--- src/psu_ctrl_pkg.sv ---
package psu_ctrl_pkg;
   // System clock
   localparam int unsigned CLK_MHZ = 250;
   // Debounce: least 3 ms, typical 5 ms
   localparam int unsigned DEBOUNCE_MS = 5;
   localparam int unsigned DEBOUNCE_CYCLES = DEBOUNCE_MS * 1000 * CLK_MHZ;
   // Start-up steady red window
   localparam int unsigned STARTUP_MS = 100;
   localparam int unsigned STARTUP_CYCLES = STARTUP_MS * 1000 * CLK_MHZ;
   // Indicator blink half periods
   localparam int unsigned BLINK_MS = 250;
   localparam int unsigned BLINK_CYCLES = BLINK_MS * 1000 * CLK_MHZ;
   localparam int unsigned FAST_BLINK_MS = 62;
   localparam int unsigned FAST_BLINK_CYCLES = FAST_BLINK_MS * 1000 * CLK_MHZ;
   // Address
   localparam logic [6:0] I2C_BASE_ADDR = 7'h20;
   localparam int unsigned GEO_BITS = 5;
   // Software-priority bit position in the status register
   localparam int unsigned SW_PRIO_BIT = 4;
   localparam logic SW_PRIO_RESET = 1'b0;
   localparam logic [7:0] STATUS_CMD_CODE = 8'h55;
   // Indicator colours
   typedef enum logic [1:0] {LED_OFF, LED_GREEN, LED_RED} led_colour_e;
endpackage : psu_ctrl_pkg

--- src/psu_control_status_logic.sv ---
`timescale 1ns/1ns
`default_nettype none
module psu_control_status_logic #(
   parameter int unsigned DEBOUNCE_CYCLES = psu_ctrl_pkg::DEBOUNCE_CYCLES,
   parameter int unsigned STARTUP_CYCLES = psu_ctrl_pkg::STARTUP_CYCLES,
   parameter int unsigned BLINK_CYCLES = psu_ctrl_pkg::BLINK_CYCLES,
   parameter int unsigned FAST_BLINK_CYCLES = psu_ctrl_pkg::FAST_BLINK_CYCLES
) (
   input wire logic clk_sys,
   input wire logic reset,
   input wire logic output_enable_n,
   input wire logic inhibit_n,
   input wire logic geo_addr_bit0_n,
   input wire logic geo_addr_bit1_n,
   input wire logic geo_addr_bit2_n,
   input wire logic geo_addr_bit3_n,
   input wire logic geo_addr_bit4_n,
   input wire logic geo_addr_parity_n,
   input wire logic vin_in_range,
   input wire logic outputs_good,
   input wire logic fault_detected,
   input wire logic sw_priority,
   input wire logic sw_outputs_on,
   input wire logic safety_override,
   output logic main_12v_output,
   output logic main_5v_output,
   output logic aux_neg12v_output,
   output logic aux_3v3_output,
   output logic aux_pos12v_output,
   output logic [6:0] i2c_addr,
   output logic addr_parity_ok,
   output logic led_green,
   output logic led_red,
   output logic fail_n,
   output logic system_reset_out_n
);
   typedef enum logic [2:0] {
      ST_WAIT_VIN, ST_STARTUP, ST_READY, ST_FAULT
   } run_state_e;

   logic en_db, inh_db;

   // Pull-ups are modelled by reset value high in the filters
   debounce_filter #(.CYCLES(DEBOUNCE_CYCLES), .INIT(1'b1)) u_en_db (
      .clk_sys(clk_sys),
      .reset(reset),
      .raw_in(output_enable_n),
      .clean_out(en_db)
   );
   debounce_filter #(.CYCLES(DEBOUNCE_CYCLES), .INIT(1'b1)) u_inh_db (
      .clk_sys(clk_sys),
      .reset(reset),
      .raw_in(inhibit_n),
      .clean_out(inh_db)
   );

   // Geo address synchroniser (pins idle high)
   logic [5:0] geo_s1_q, geo_s2_q;
   always_ff @(posedge clk_sys) begin
      if (reset) begin
         geo_s1_q <= 6'h3F;
         geo_s2_q <= 6'h3F;
      end else begin
         geo_s1_q <= {geo_addr_parity_n, geo_addr_bit4_n, geo_addr_bit3_n,
                      geo_addr_bit2_n, geo_addr_bit1_n, geo_addr_bit0_n};
         geo_s2_q <= geo_s1_q;
      end
   end

   // Count of grounded pins must be odd
   function automatic logic parity_good(input logic [5:0] pins_n);
      parity_good = ^(~pins_n);
   endfunction : parity_good

   // Address latch: once, a debounce time after reset release
   logic [31:0] addr_cnt_q, addr_cnt_d;
   logic addr_done_q, addr_done_d;
   logic [6:0] addr_q, addr_d;
   logic par_ok_q, par_ok_d;
   always_comb begin
      addr_cnt_d = addr_cnt_q;
      addr_done_d = addr_done_q;
      addr_d = addr_q;
      par_ok_d = par_ok_q;
      if (!addr_done_q) begin
         if (addr_cnt_q >= DEBOUNCE_CYCLES - 1) begin
            addr_done_d = 1'b1;
            par_ok_d = parity_good(geo_s2_q);
            if (parity_good(geo_s2_q)) begin
               addr_d = psu_ctrl_pkg::I2C_BASE_ADDR
                        | {2'b00, ~geo_s2_q[4:0]};
            end else begin
               addr_d = psu_ctrl_pkg::I2C_BASE_ADDR;
            end
         end else begin
            addr_cnt_d = addr_cnt_q + 32'h1;
         end
      end
   end
   always_ff @(posedge clk_sys) begin
      if (reset) begin
         addr_cnt_q <= '0;
         addr_done_q <= 1'b0;
         addr_q <= psu_ctrl_pkg::I2C_BASE_ADDR;
         par_ok_q <= 1'b0;
      end else begin
         addr_cnt_q <= addr_cnt_d;
         addr_done_q <= addr_done_d;
         addr_q <= addr_d;
         par_ok_q <= par_ok_d;
      end
   end

   // Output decode from control pins or software
   logic main_on_d, aux3_on_d;
   logic main_on_q, aux3_on_q;
   always_comb begin
      main_on_d = 1'b0;
      aux3_on_d = 1'b0;
      if (sw_priority != psu_ctrl_pkg::SW_PRIO_RESET) begin
         main_on_d = sw_outputs_on;
         aux3_on_d = sw_outputs_on;
      end else begin
         unique case ({en_db, inh_db})
            2'b11: begin
               main_on_d = 1'b0;
               aux3_on_d = 1'b0;
            end
            2'b01: begin
               main_on_d = 1'b1;
               aux3_on_d = 1'b1;
            end
            2'b10: begin
               main_on_d = 1'b0;
               aux3_on_d = 1'b0;
            end
            2'b00: begin
               main_on_d = 1'b0;
               aux3_on_d = 1'b1;
            end
         endcase
      end
   end
   always_ff @(posedge clk_sys) begin
      if (reset) begin
         main_on_q <= 1'b0;
         aux3_on_q <= 1'b0;
      end else begin
         main_on_q <= main_on_d;
         aux3_on_q <= aux3_on_d;
      end
   end

   // Run state and start-up timer
   run_state_e st_q, st_d;
   logic [31:0] st_cnt_q, st_cnt_d;
   always_comb begin
      st_d = st_q;
      st_cnt_d = st_cnt_q;
      unique case (st_q)
         ST_WAIT_VIN: begin
            st_cnt_d = '0;
            if (vin_in_range) begin
               st_d = ST_STARTUP;
            end
         end
         ST_STARTUP: begin
            if (!vin_in_range) begin
               st_d = ST_WAIT_VIN;
            end else if (st_cnt_q >= STARTUP_CYCLES - 1) begin
               st_d = ST_READY;
            end else begin
               st_cnt_d = st_cnt_q + 32'h1;
            end
         end
         ST_READY: begin
            if (fault_detected) begin
               st_d = ST_FAULT;
            end else if (!vin_in_range) begin
               st_d = ST_WAIT_VIN;
            end
         end
         ST_FAULT: begin
            if (!vin_in_range) begin
               st_d = ST_WAIT_VIN;
            end
         end
         default: st_d = ST_WAIT_VIN;
      endcase
   end
   always_ff @(posedge clk_sys) begin
      if (reset) begin
         st_q <= ST_WAIT_VIN;
         st_cnt_q <= '0;
      end else begin
         st_q <= st_d;
         st_cnt_q <= st_cnt_d;
      end
   end

   // Blink phase generators
   logic [31:0] slow_cnt_q, slow_cnt_d, fast_cnt_q, fast_cnt_d;
   logic slow_ph_q, slow_ph_d, fast_ph_q, fast_ph_d;
   always_comb begin
      slow_cnt_d = slow_cnt_q + 32'h1;
      slow_ph_d = slow_ph_q;
      fast_cnt_d = fast_cnt_q + 32'h1;
      fast_ph_d = fast_ph_q;
      if (slow_cnt_q >= BLINK_CYCLES - 1) begin
         slow_cnt_d = '0;
         slow_ph_d = ~slow_ph_q;
      end
      if (fast_cnt_q >= FAST_BLINK_CYCLES - 1) begin
         fast_cnt_d = '0;
         fast_ph_d = ~fast_ph_q;
      end
   end
   always_ff @(posedge clk_sys) begin
      if (reset) begin
         slow_cnt_q <= '0;
         fast_cnt_q <= '0;
         slow_ph_q <= 1'b0;
         fast_ph_q <= 1'b0;
      end else begin
         slow_cnt_q <= slow_cnt_d;
         fast_cnt_q <= fast_cnt_d;
         slow_ph_q <= slow_ph_d;
         fast_ph_q <= fast_ph_d;
      end
   end

   // Indicator with fail and system reset: both set in ready, only system reset set in fault
   logic grn_d, red_d, fail_d, srst_d;
   logic grn_q, red_q, fail_q, srst_q;
   always_comb begin
      grn_d = 1'b0;
      red_d = 1'b0;
      fail_d = 1'b0;
      srst_d = 1'b0;
      unique case (st_q)
         ST_WAIT_VIN: begin
            grn_d = 1'b0;
         end
         ST_STARTUP: begin
            red_d = 1'b1;
         end
         ST_FAULT: begin
            red_d = slow_ph_q;
            srst_d = 1'b1;
         end
         ST_READY: begin
            fail_d = 1'b1;
            srst_d = 1'b1;
            if (safety_override) begin
               grn_d = slow_ph_q;
               red_d = ~slow_ph_q;
            end else if (sw_priority) begin
               grn_d = fast_ph_q;
            end else if (outputs_good && !en_db) begin
               grn_d = 1'b1;
            end else begin
               grn_d = slow_ph_q;
            end
         end
         default: grn_d = 1'b0;
      endcase
   end
   always_ff @(posedge clk_sys) begin
      if (reset) begin
         grn_q <= 1'b0;
         red_q <= 1'b0;
         fail_q <= 1'b0;
         srst_q <= 1'b0;
      end else begin
         grn_q <= grn_d;
         red_q <= red_d;
         fail_q <= fail_d;
         srst_q <= srst_d;
      end
   end

   assign main_12v_output = main_on_q;
   assign main_5v_output = main_on_q;
   assign aux_neg12v_output = main_on_q;
   assign aux_pos12v_output = main_on_q;
   assign aux_3v3_output = aux3_on_q;
   assign i2c_addr = addr_q;
   assign addr_parity_ok = par_ok_q;
   assign led_green = grn_q;
   assign led_red = red_q;
   assign fail_n = fail_q;
   assign system_reset_out_n = srst_q;

   // Checks
   output_off_a: assert property (@(posedge clk_sys) disable iff (reset)
      (sw_priority == 1'b0 && en_db && inh_db) |=> !main_12v_output && !aux_3v3_output)
      else $error("outputs not off with enable high");
   all_on_a: assert property (@(posedge clk_sys) disable iff (reset)
      (sw_priority == 1'b0 && !en_db && inh_db) |=> main_5v_output && aux_3v3_output)
      else $error("outputs not on with enable low");
   aux_only_a: assert property (@(posedge clk_sys) disable iff (reset)
      (sw_priority == 1'b0 && !en_db && !inh_db) |=> aux_3v3_output && !main_12v_output)
      else $error("only 3v3 aux expected");
   inhibit_off_a: assert property (@(posedge clk_sys) disable iff (reset)
      (sw_priority == 1'b0 && en_db && !inh_db) |=> !aux_3v3_output && !aux_pos12v_output)
      else $error("inhibit should switch outputs off");
   debounce_hold_a: assert property (@(posedge clk_sys) disable iff (reset)
      $changed(en_db) |-> $past(output_enable_n, 3) == en_db)
      else $error("enable accepted without stable input");
   addr_stable_a: assert property (@(posedge clk_sys) disable iff (reset)
      addr_done_q |=> $stable(i2c_addr))
      else $error("address changed after latch");
   addr_base_a: assert property (@(posedge clk_sys) disable iff (reset)
      (addr_done_q && !addr_parity_ok) |-> i2c_addr == psu_ctrl_pkg::I2C_BASE_ADDR)
      else $error("bad parity must use base address");
   startup_red_a: assert property (@(posedge clk_sys) disable iff (reset)
      (st_q == ST_STARTUP) |=> (st_q != ST_STARTUP) || (led_red && !fail_n && !system_reset_out_n))
      else $error("start-up indication wrong");
   fault_ind_a: assert property (@(posedge clk_sys) disable iff (reset)
      (st_q == ST_FAULT) |=> (st_q != ST_FAULT) || (!fail_n && system_reset_out_n && !led_green))
      else $error("fault indication wrong");
   ready_srst_a: assert property (@(posedge clk_sys) disable iff (reset)
      (st_q == ST_READY) |=> (st_q != ST_READY) || (fail_n && system_reset_out_n))
      else $error("ready outputs wrong");
   cover_ready_c: cover property (@(posedge clk_sys) st_q == ST_READY);
   cover_fault_c: cover property (@(posedge clk_sys) st_q == ST_FAULT);
   cover_aux_c: cover property (@(posedge clk_sys) aux_3v3_output && !main_12v_output);
   cover_addr_c: cover property (@(posedge clk_sys) addr_done_q && addr_parity_ok);
endmodule : psu_control_status_logic
`default_nettype wire

--- src/debounce_filter.sv ---
`timescale 1ns/1ns
`default_nettype none
module debounce_filter #(
   parameter int unsigned CYCLES = 16,
   parameter logic INIT = 1'b1
) (
   input wire logic clk_sys,
   input wire logic reset,
   input wire logic raw_in,
   output logic clean_out
);
   logic [1:0] sync_q;
   logic [31:0] cnt_q, cnt_d;
   logic clean_q, clean_d;

   // Restart the count whenever input equals the accepted level
   always_comb begin
      cnt_d = cnt_q;
      clean_d = clean_q;
      if (sync_q[1] == clean_q) begin
         cnt_d = '0;
      end else if (cnt_q >= CYCLES - 1) begin
         cnt_d = '0;
         clean_d = sync_q[1];
      end else begin
         cnt_d = cnt_q + 32'h1;
      end
   end

   // Two-stage synchroniser then filter state
   always_ff @(posedge clk_sys) begin
      if (reset) begin
         sync_q <= {INIT, INIT};
         cnt_q <= '0;
         clean_q <= INIT;
      end else begin
         sync_q <= {sync_q[0], raw_in};
         cnt_q <= cnt_d;
         clean_q <= clean_d;
      end
   end
   assign clean_out = clean_q;
endmodule : debounce_filter
`default_nettype wire

--- config.mk ---
export PLATFORM = sky130hd
export DESIGN_NAME = psu_control_status_logic
export DESIGN_NICKNAME = d
export VERILOG_FILES = /design/src/psu_ctrl_pkg.sv /design/src/psu_control_status_logic.sv /design/src/debounce_filter.sv
export SDC_FILE = /design/constraint.sdc
export NUM_CORES = 1
export LEC_CHECK = 0
export BUFFER_PORTS_ARGS = -buffer_cell sky130_fd_sc_hd__buf_2
export CORE_ASPECT_RATIO = 1.25
export CORE_MARGIN = 5
export CORE_UTILIZATION = 47
export CTS_BUF_LIST = sky130_fd_sc_hd__clkbuf_8
export DETAILED_ROUTE_END_ITERATION = 10
export PLACE_DENSITY = 0.64
export SLEW_MARGIN = 40
export SYNTH_ARGS = -nofsm -noshare
export SYNTH_HDL_FRONTEND = slang
export SYNTH_HIERARCHICAL = 1
export SYNTH_SLANG_ARGS = --single-unit
export TNS_END_PERCENT = 50
--- constraint.sdc ---
create_clock -name clk_sys -period 5.5 [get_ports clk_sys]
set_input_delay 1.1 -clock clk_sys [delete_from_list [all_inputs] [get_ports clk_sys]]
set_output_delay 1.1 -clock clk_sys [all_outputs]
set_load 0.01 [all_outputs]
Word-level counts from Yosys, hierarchy flattened
Cells that the tools add are included.
Widths: inputs -> output; s select.
- bits in registers: 230
- logic and storage cells: 101
- input bits: 16
- output and inout bits: 17
- add/subtract/negate cells: 6
- order comparisons: 6
- reduce and logical (&&, ||, !) cells: 21
- bitwise operators: 9
- equality and inequality tests: 12
- multiplexer cells: 23
- operators by type and width (operator ; count):
    $add 32x1->32 const B ; 6
    $ge 32x21->1 const B ; 3
    $mux 32 ; 2
    $pmux 32 s2 ; 1
    $ge 32x24->1 const B ; 1
    $ge 32x25->1 const B ; 1
    $ge 32x26->1 const B ; 1
    $mux 3 ; 5
    $pmux 3 s4 ; 1
    $reduce_or 2->1 ; 6
    $mux 1 ; 10
    $reduce_and 2->1 ; 5
    $reduce_or 3->1 ; 3
    $not 1->1 ; 7
    $eq 3x2->1 const B ; 2
    $ne 2x2->1 const B ; 3
    $not 6->6 ; 1
    $reduce_xor 6->1 ; 1
    $mux 5 ; 1
    $not 5->5 ; 1
    $eq 2x2->1 const B ; 2
    $pmux 1 s2 ; 2
    $eq 3x1->1 const B ; 1
    $logic_not 3->1 ; 1
    9 further kinds ; 10

Logic depth before layout (Yosys ltp)
- word-level depth: 5
- gate-level depth with buffers: 9
- gate-level depth less buffers: 7

Modules after synthesis
Netlist, hierarchy kept.
- by module, submodules not included (module ; cells each ; sequential area each (sq um) ; area each (sq um) ; instances):
    psu_control_status_logic ; 774 ; 3163.0 ; 6845.3 ; 1
    debounce_filter ; 134 ; 700.7 ; 1350.0 ; 2

Worst setup path before layout
No wires, ideal clock.
- kind: input-to-reg
- from: input port vin_in_range
- to: register st_cnt_q[3]
- library setup time: 0.074 ns
- data required time: 5.426 ns
- arrival time: 2.221 ns
- path slack: 3.205 ns
- stages on the path: 5
- cells stage by stage: nor3b_4 > nand2_1 > clkbuf_1 > or4_1 > a31oi_1
- longest elaborated chain between the ends: 2
- ends and longest elaborated chain (what ; RTL line ; text):
    start: declaration ; psu_control_status_logic.sv:19 ; input wire logic vin_in_range,
    $ne 2x2->1 (no line) ; n/a ;
    $reduce_and 3->1 (no line) ; n/a ;
    end signal: assignment ; psu_control_status_logic.sv:197 ; st_cnt_q <= st_cnt_d;
    end: declaration ; psu_control_status_logic.sv:156 ; logic [31:0] st_cnt_q, st_cnt_d;
No other way between the ends.
A chain may end at the register's enable or synchronous reset.

Worst setup path after layout
- from: register st_cnt_q[0]
- to: register st_cnt_q[8]
- longest elaborated chain between the ends: 4
- ends and longest elaborated chain (what ; RTL line ; text):
    $add 32x1->32 ; psu_control_status_logic.sv:173 ; st_cnt_d = st_cnt_q + 32'h1;
    $mux 32 ; psu_control_status_logic.sv:170 ; end else if (st_cnt_q >= STARTUP_CYCLES - 1) begin
    $mux 32 ; psu_control_status_logic.sv:168 ; if (!vin_in_range) begin
    $pmux 32 s2 ; psu_control_status_logic.sv:160 ; unique case (st_q)
Several ways; a longest one is shown, not always the timed one. The select of a mux whose other input is x is not followed.

==> metrics.txt <==
crit end category=flop; fin util=53.4%; Vias/cell=5.14; Syn-to-layout area delta=12.1%; Post-Syn Instances=1,042; Nets=1,127; Syn Area/Cell=9.16 sq um; CTS sink count=228; # diodes=0; WL per Instance=12.5 microns; max cap viols=0; Placement Setup Slack=between 2 and 3 ns; root buf cell=clkbuf_8; CP Capture Point=st_cnt_q[8]$_SDFFE_PP0P_; I/O Pins=33; Worst Hold Launch=geo_s1_q[3]$_SDFF_PP1_; crit path kind=reg -> reg; CP startpoint=st_cnt_q[0]$_SDFFE_PP0P_; PD cells=around 300 nW/um^2; Distinct cells, synth=64; leakage=between 3 and 4 nW; cell with the most instances after synthesis=dfxtp_1; worst r2r dst=st_cnt_q[8]$_SDFFE_PP0P_; Die Height=169 microns; Post-DP HPWL=between 10,000 and 15,000 microns; largest net degree at the start of global routing=46; Tot Pwr=0.00319 W; worst path required time=5.94 ns; CP startpoint kind=flop; Synth top area share=47.8%; CTS tree=yes; crit path max fanout=20; r2r setup slk=2.81 ns; Hold WS=0.407 ns; RSZ-0062 raised after global routing=no; number of synthesized flops with an enable pin=0; final worst path period share=48.9%; Slew Limit Fails=0; DR pass1 iterations=4; # resized after CTS=0; global-route wire length before repair=30,400 microns; Fin Setup TNS=0 ns; min cycle time layout=2.69 ns; buffers added on ports=30; ANT nets after route=0; clk slew on worst S/H paths=0.06 ns; initial antenna violation count=0; vias in the first global route=6,813; Slew @ Worst Pin=0.673 ns; initial core utilization=roughly 48%; Syn. warnings=6; die area=23,300 sq um; skew final=0.0144 ns; Worst Hold Class=reg -> reg; Peak VDD IR=0.000172 V; DRC viols=0; row count=58; wirelength, routed=17,500 microns; synthesis-stage register bit count=about 230; WP data arrival=3.13 ns; status=finished, final reports clean; die width=about 140 microns; Post-synth top cells=228 x dfxtp_1, 133 x nor2_1, 76 x nand2_1, 55 x nand3_1, 55 x xnor2_1; Synth Cell Area=9550 sq um; sequential-to-total area share from yosys stat=47.8%; clock latency reported for the late side of the worst-skew pair=0.51 ns; Fillers=1,949; leading area contributor after synthesis=dfxtp_1; Setup violations, final=0; Max Fclk=372 MHz; DR iter-0 viols=approximately 230; CORE AREA=20,000 sq um; layout cells sized above 1=about 14%; Final WS setup=2.81 ns; H-tree levels=2; Post-CTS Setup Bufs=0; FFs w/ async S/R, synth=0%; dominant synthesized flop cell=dfxtp_1; CTS Hold Bufs=0; CTS max path bufs=3; Slew headroom=a little over half; Total GRT Usage=between 15 and 20%; FF-to-FF path depth=7; number of CTS-inserted buffers=38; endpoints failing hold=0; detailed-route via count=7,187; top post-synthesis cells by area=dfxtp_1 48%, nor2_1 5.2%, xnor2_1 5.0%, xor2_1 4.2%, nand2_1 3.0%; remaining global-route overflow=0; r2r startpoint=st_cnt_q[0]$_SDFFE_PP0P_; RePlAce Congestion=between 0.7 and 0.8
## metal layers
layer	global-route usage, %	share of wire [%]	vias to the layer above
met5	0	0	-
met4	5.21	2.1	0
met3	3.71	4.6	33
met2	25.8	48	111
met1	19.1	46	3314
li1	-	-	3729
## layout make-up
| type | instances | area, sq um | share of cell area (%) |
|---|---|---|---|
| inverter | 23 | 86.3 | 0.807 |
| clock inverter | 14 | 55.1 | 0.514 |
| sequential | 228 | 4560 | 42.6 |
| tap | 270 | 338 | 3.16 |
| clock buffer | 50 | 688 | 6.43 |
| timing repair buffer | 35 | 188 | 1.75 |
| multi-input combinational | 779 | 4780 | 44.7 |
## kinds of logic (layout without fill, tap and decap cells)
kind of cell    after synthesis  in the layout  synth area share [%]
simple gates                512            512                  29.2
flops                       228            228                  47.8
compound gates              114            114                  8.47
xor+xnor                    101            101                  9.27
buf+inv                      70            122                  3.55
mux                           7              7                 0.786
fa+ha+maj                     6              6                 0.786
other cells                   4             39                 0.157
## layout by cell type, fill, tap and decap left out, drive strengths merged, types with 6 or more instances in the layout
cell,Yosys,routed
a211o,8,8
a21oi,33,33
a31oi,17,17
and3,29,29
and4,8,8
buf,19,35
clkbuf,28,50
conb,4,39
dfxtp,228,228
ha,6,6
inv,23,35
nand2,76,76
nand3,56,56
nand4,44,44
nor2,153,153
nor2b,15,15
nor3,31,31
nor3b,8,8
nor4,24,24
o211ai,13,13
o21ai,15,15
or2,21,21
or3,18,18
or4,14,14
xnor2,55,55
xor2,46,46
## flip-flops by register name, summed over array words and instances, names as in the netlist, 3 cells and up
name	flops
addr_cnt_q	32
fast_cnt_q	32
slow_cnt_q	32
st_cnt_q	32
u_en_db/cnt_q	32
u_inh_db/cnt_q	32
geo_s1_q	6
geo_s2_q	6
i2c_addr	5
st_q	3
## critical path, cell delays in order, from the launching register on
cell and delay, ns:
dfxtp_1 0.35, ha_1 0.24, nand2_1 0.12, a2bb2oi_1 0.19, a211o_1 0.47, nand2_1 0.47, or4_1 0.59, a31oi_1 0.18
## stage by stage
stage	std cells	cell area (sq um)
finish	1399	10700
global route	1399	10700
CTS	1399	10700
detailed placement	1335	9950
global placement	1335	9950
floorplan	1077	9680
## how the worst min path moves through the flow
| stage | to | cells after the start |
|---|---|---|
| 3_3_place_gp | geo_s2_q[1]$_SDFF_PP1_ | 1 |
| 6_report | geo_s2_q[3]$_SDFF_PP1_ | 1 |
| 2_1_floorplan | geo_s2_q[0]$_SDFF_PP1_ | 1 |
| 3_5_place_dp | geo_s2_q[3]$_SDFF_PP1_ | 1 |
| 4_1_cts | geo_s2_q[1]$_SDFF_PP1_ | 1 |
| 5_1_grt | geo_s2_q[5]$_SDFF_PP1_ | 1 |
## report_power, final
| group | internal (W) | switching [W] |
|---|---|---|
| combinational | 0.0000252 | 0.0000458 |
| sequential | 0.00168 | 0.0000107 |
| clock | 0.000805 | 0.000621 |
| total | 0.00251 | 0.000678 |
Note: power is estimated with default switching activity, not from simulation.
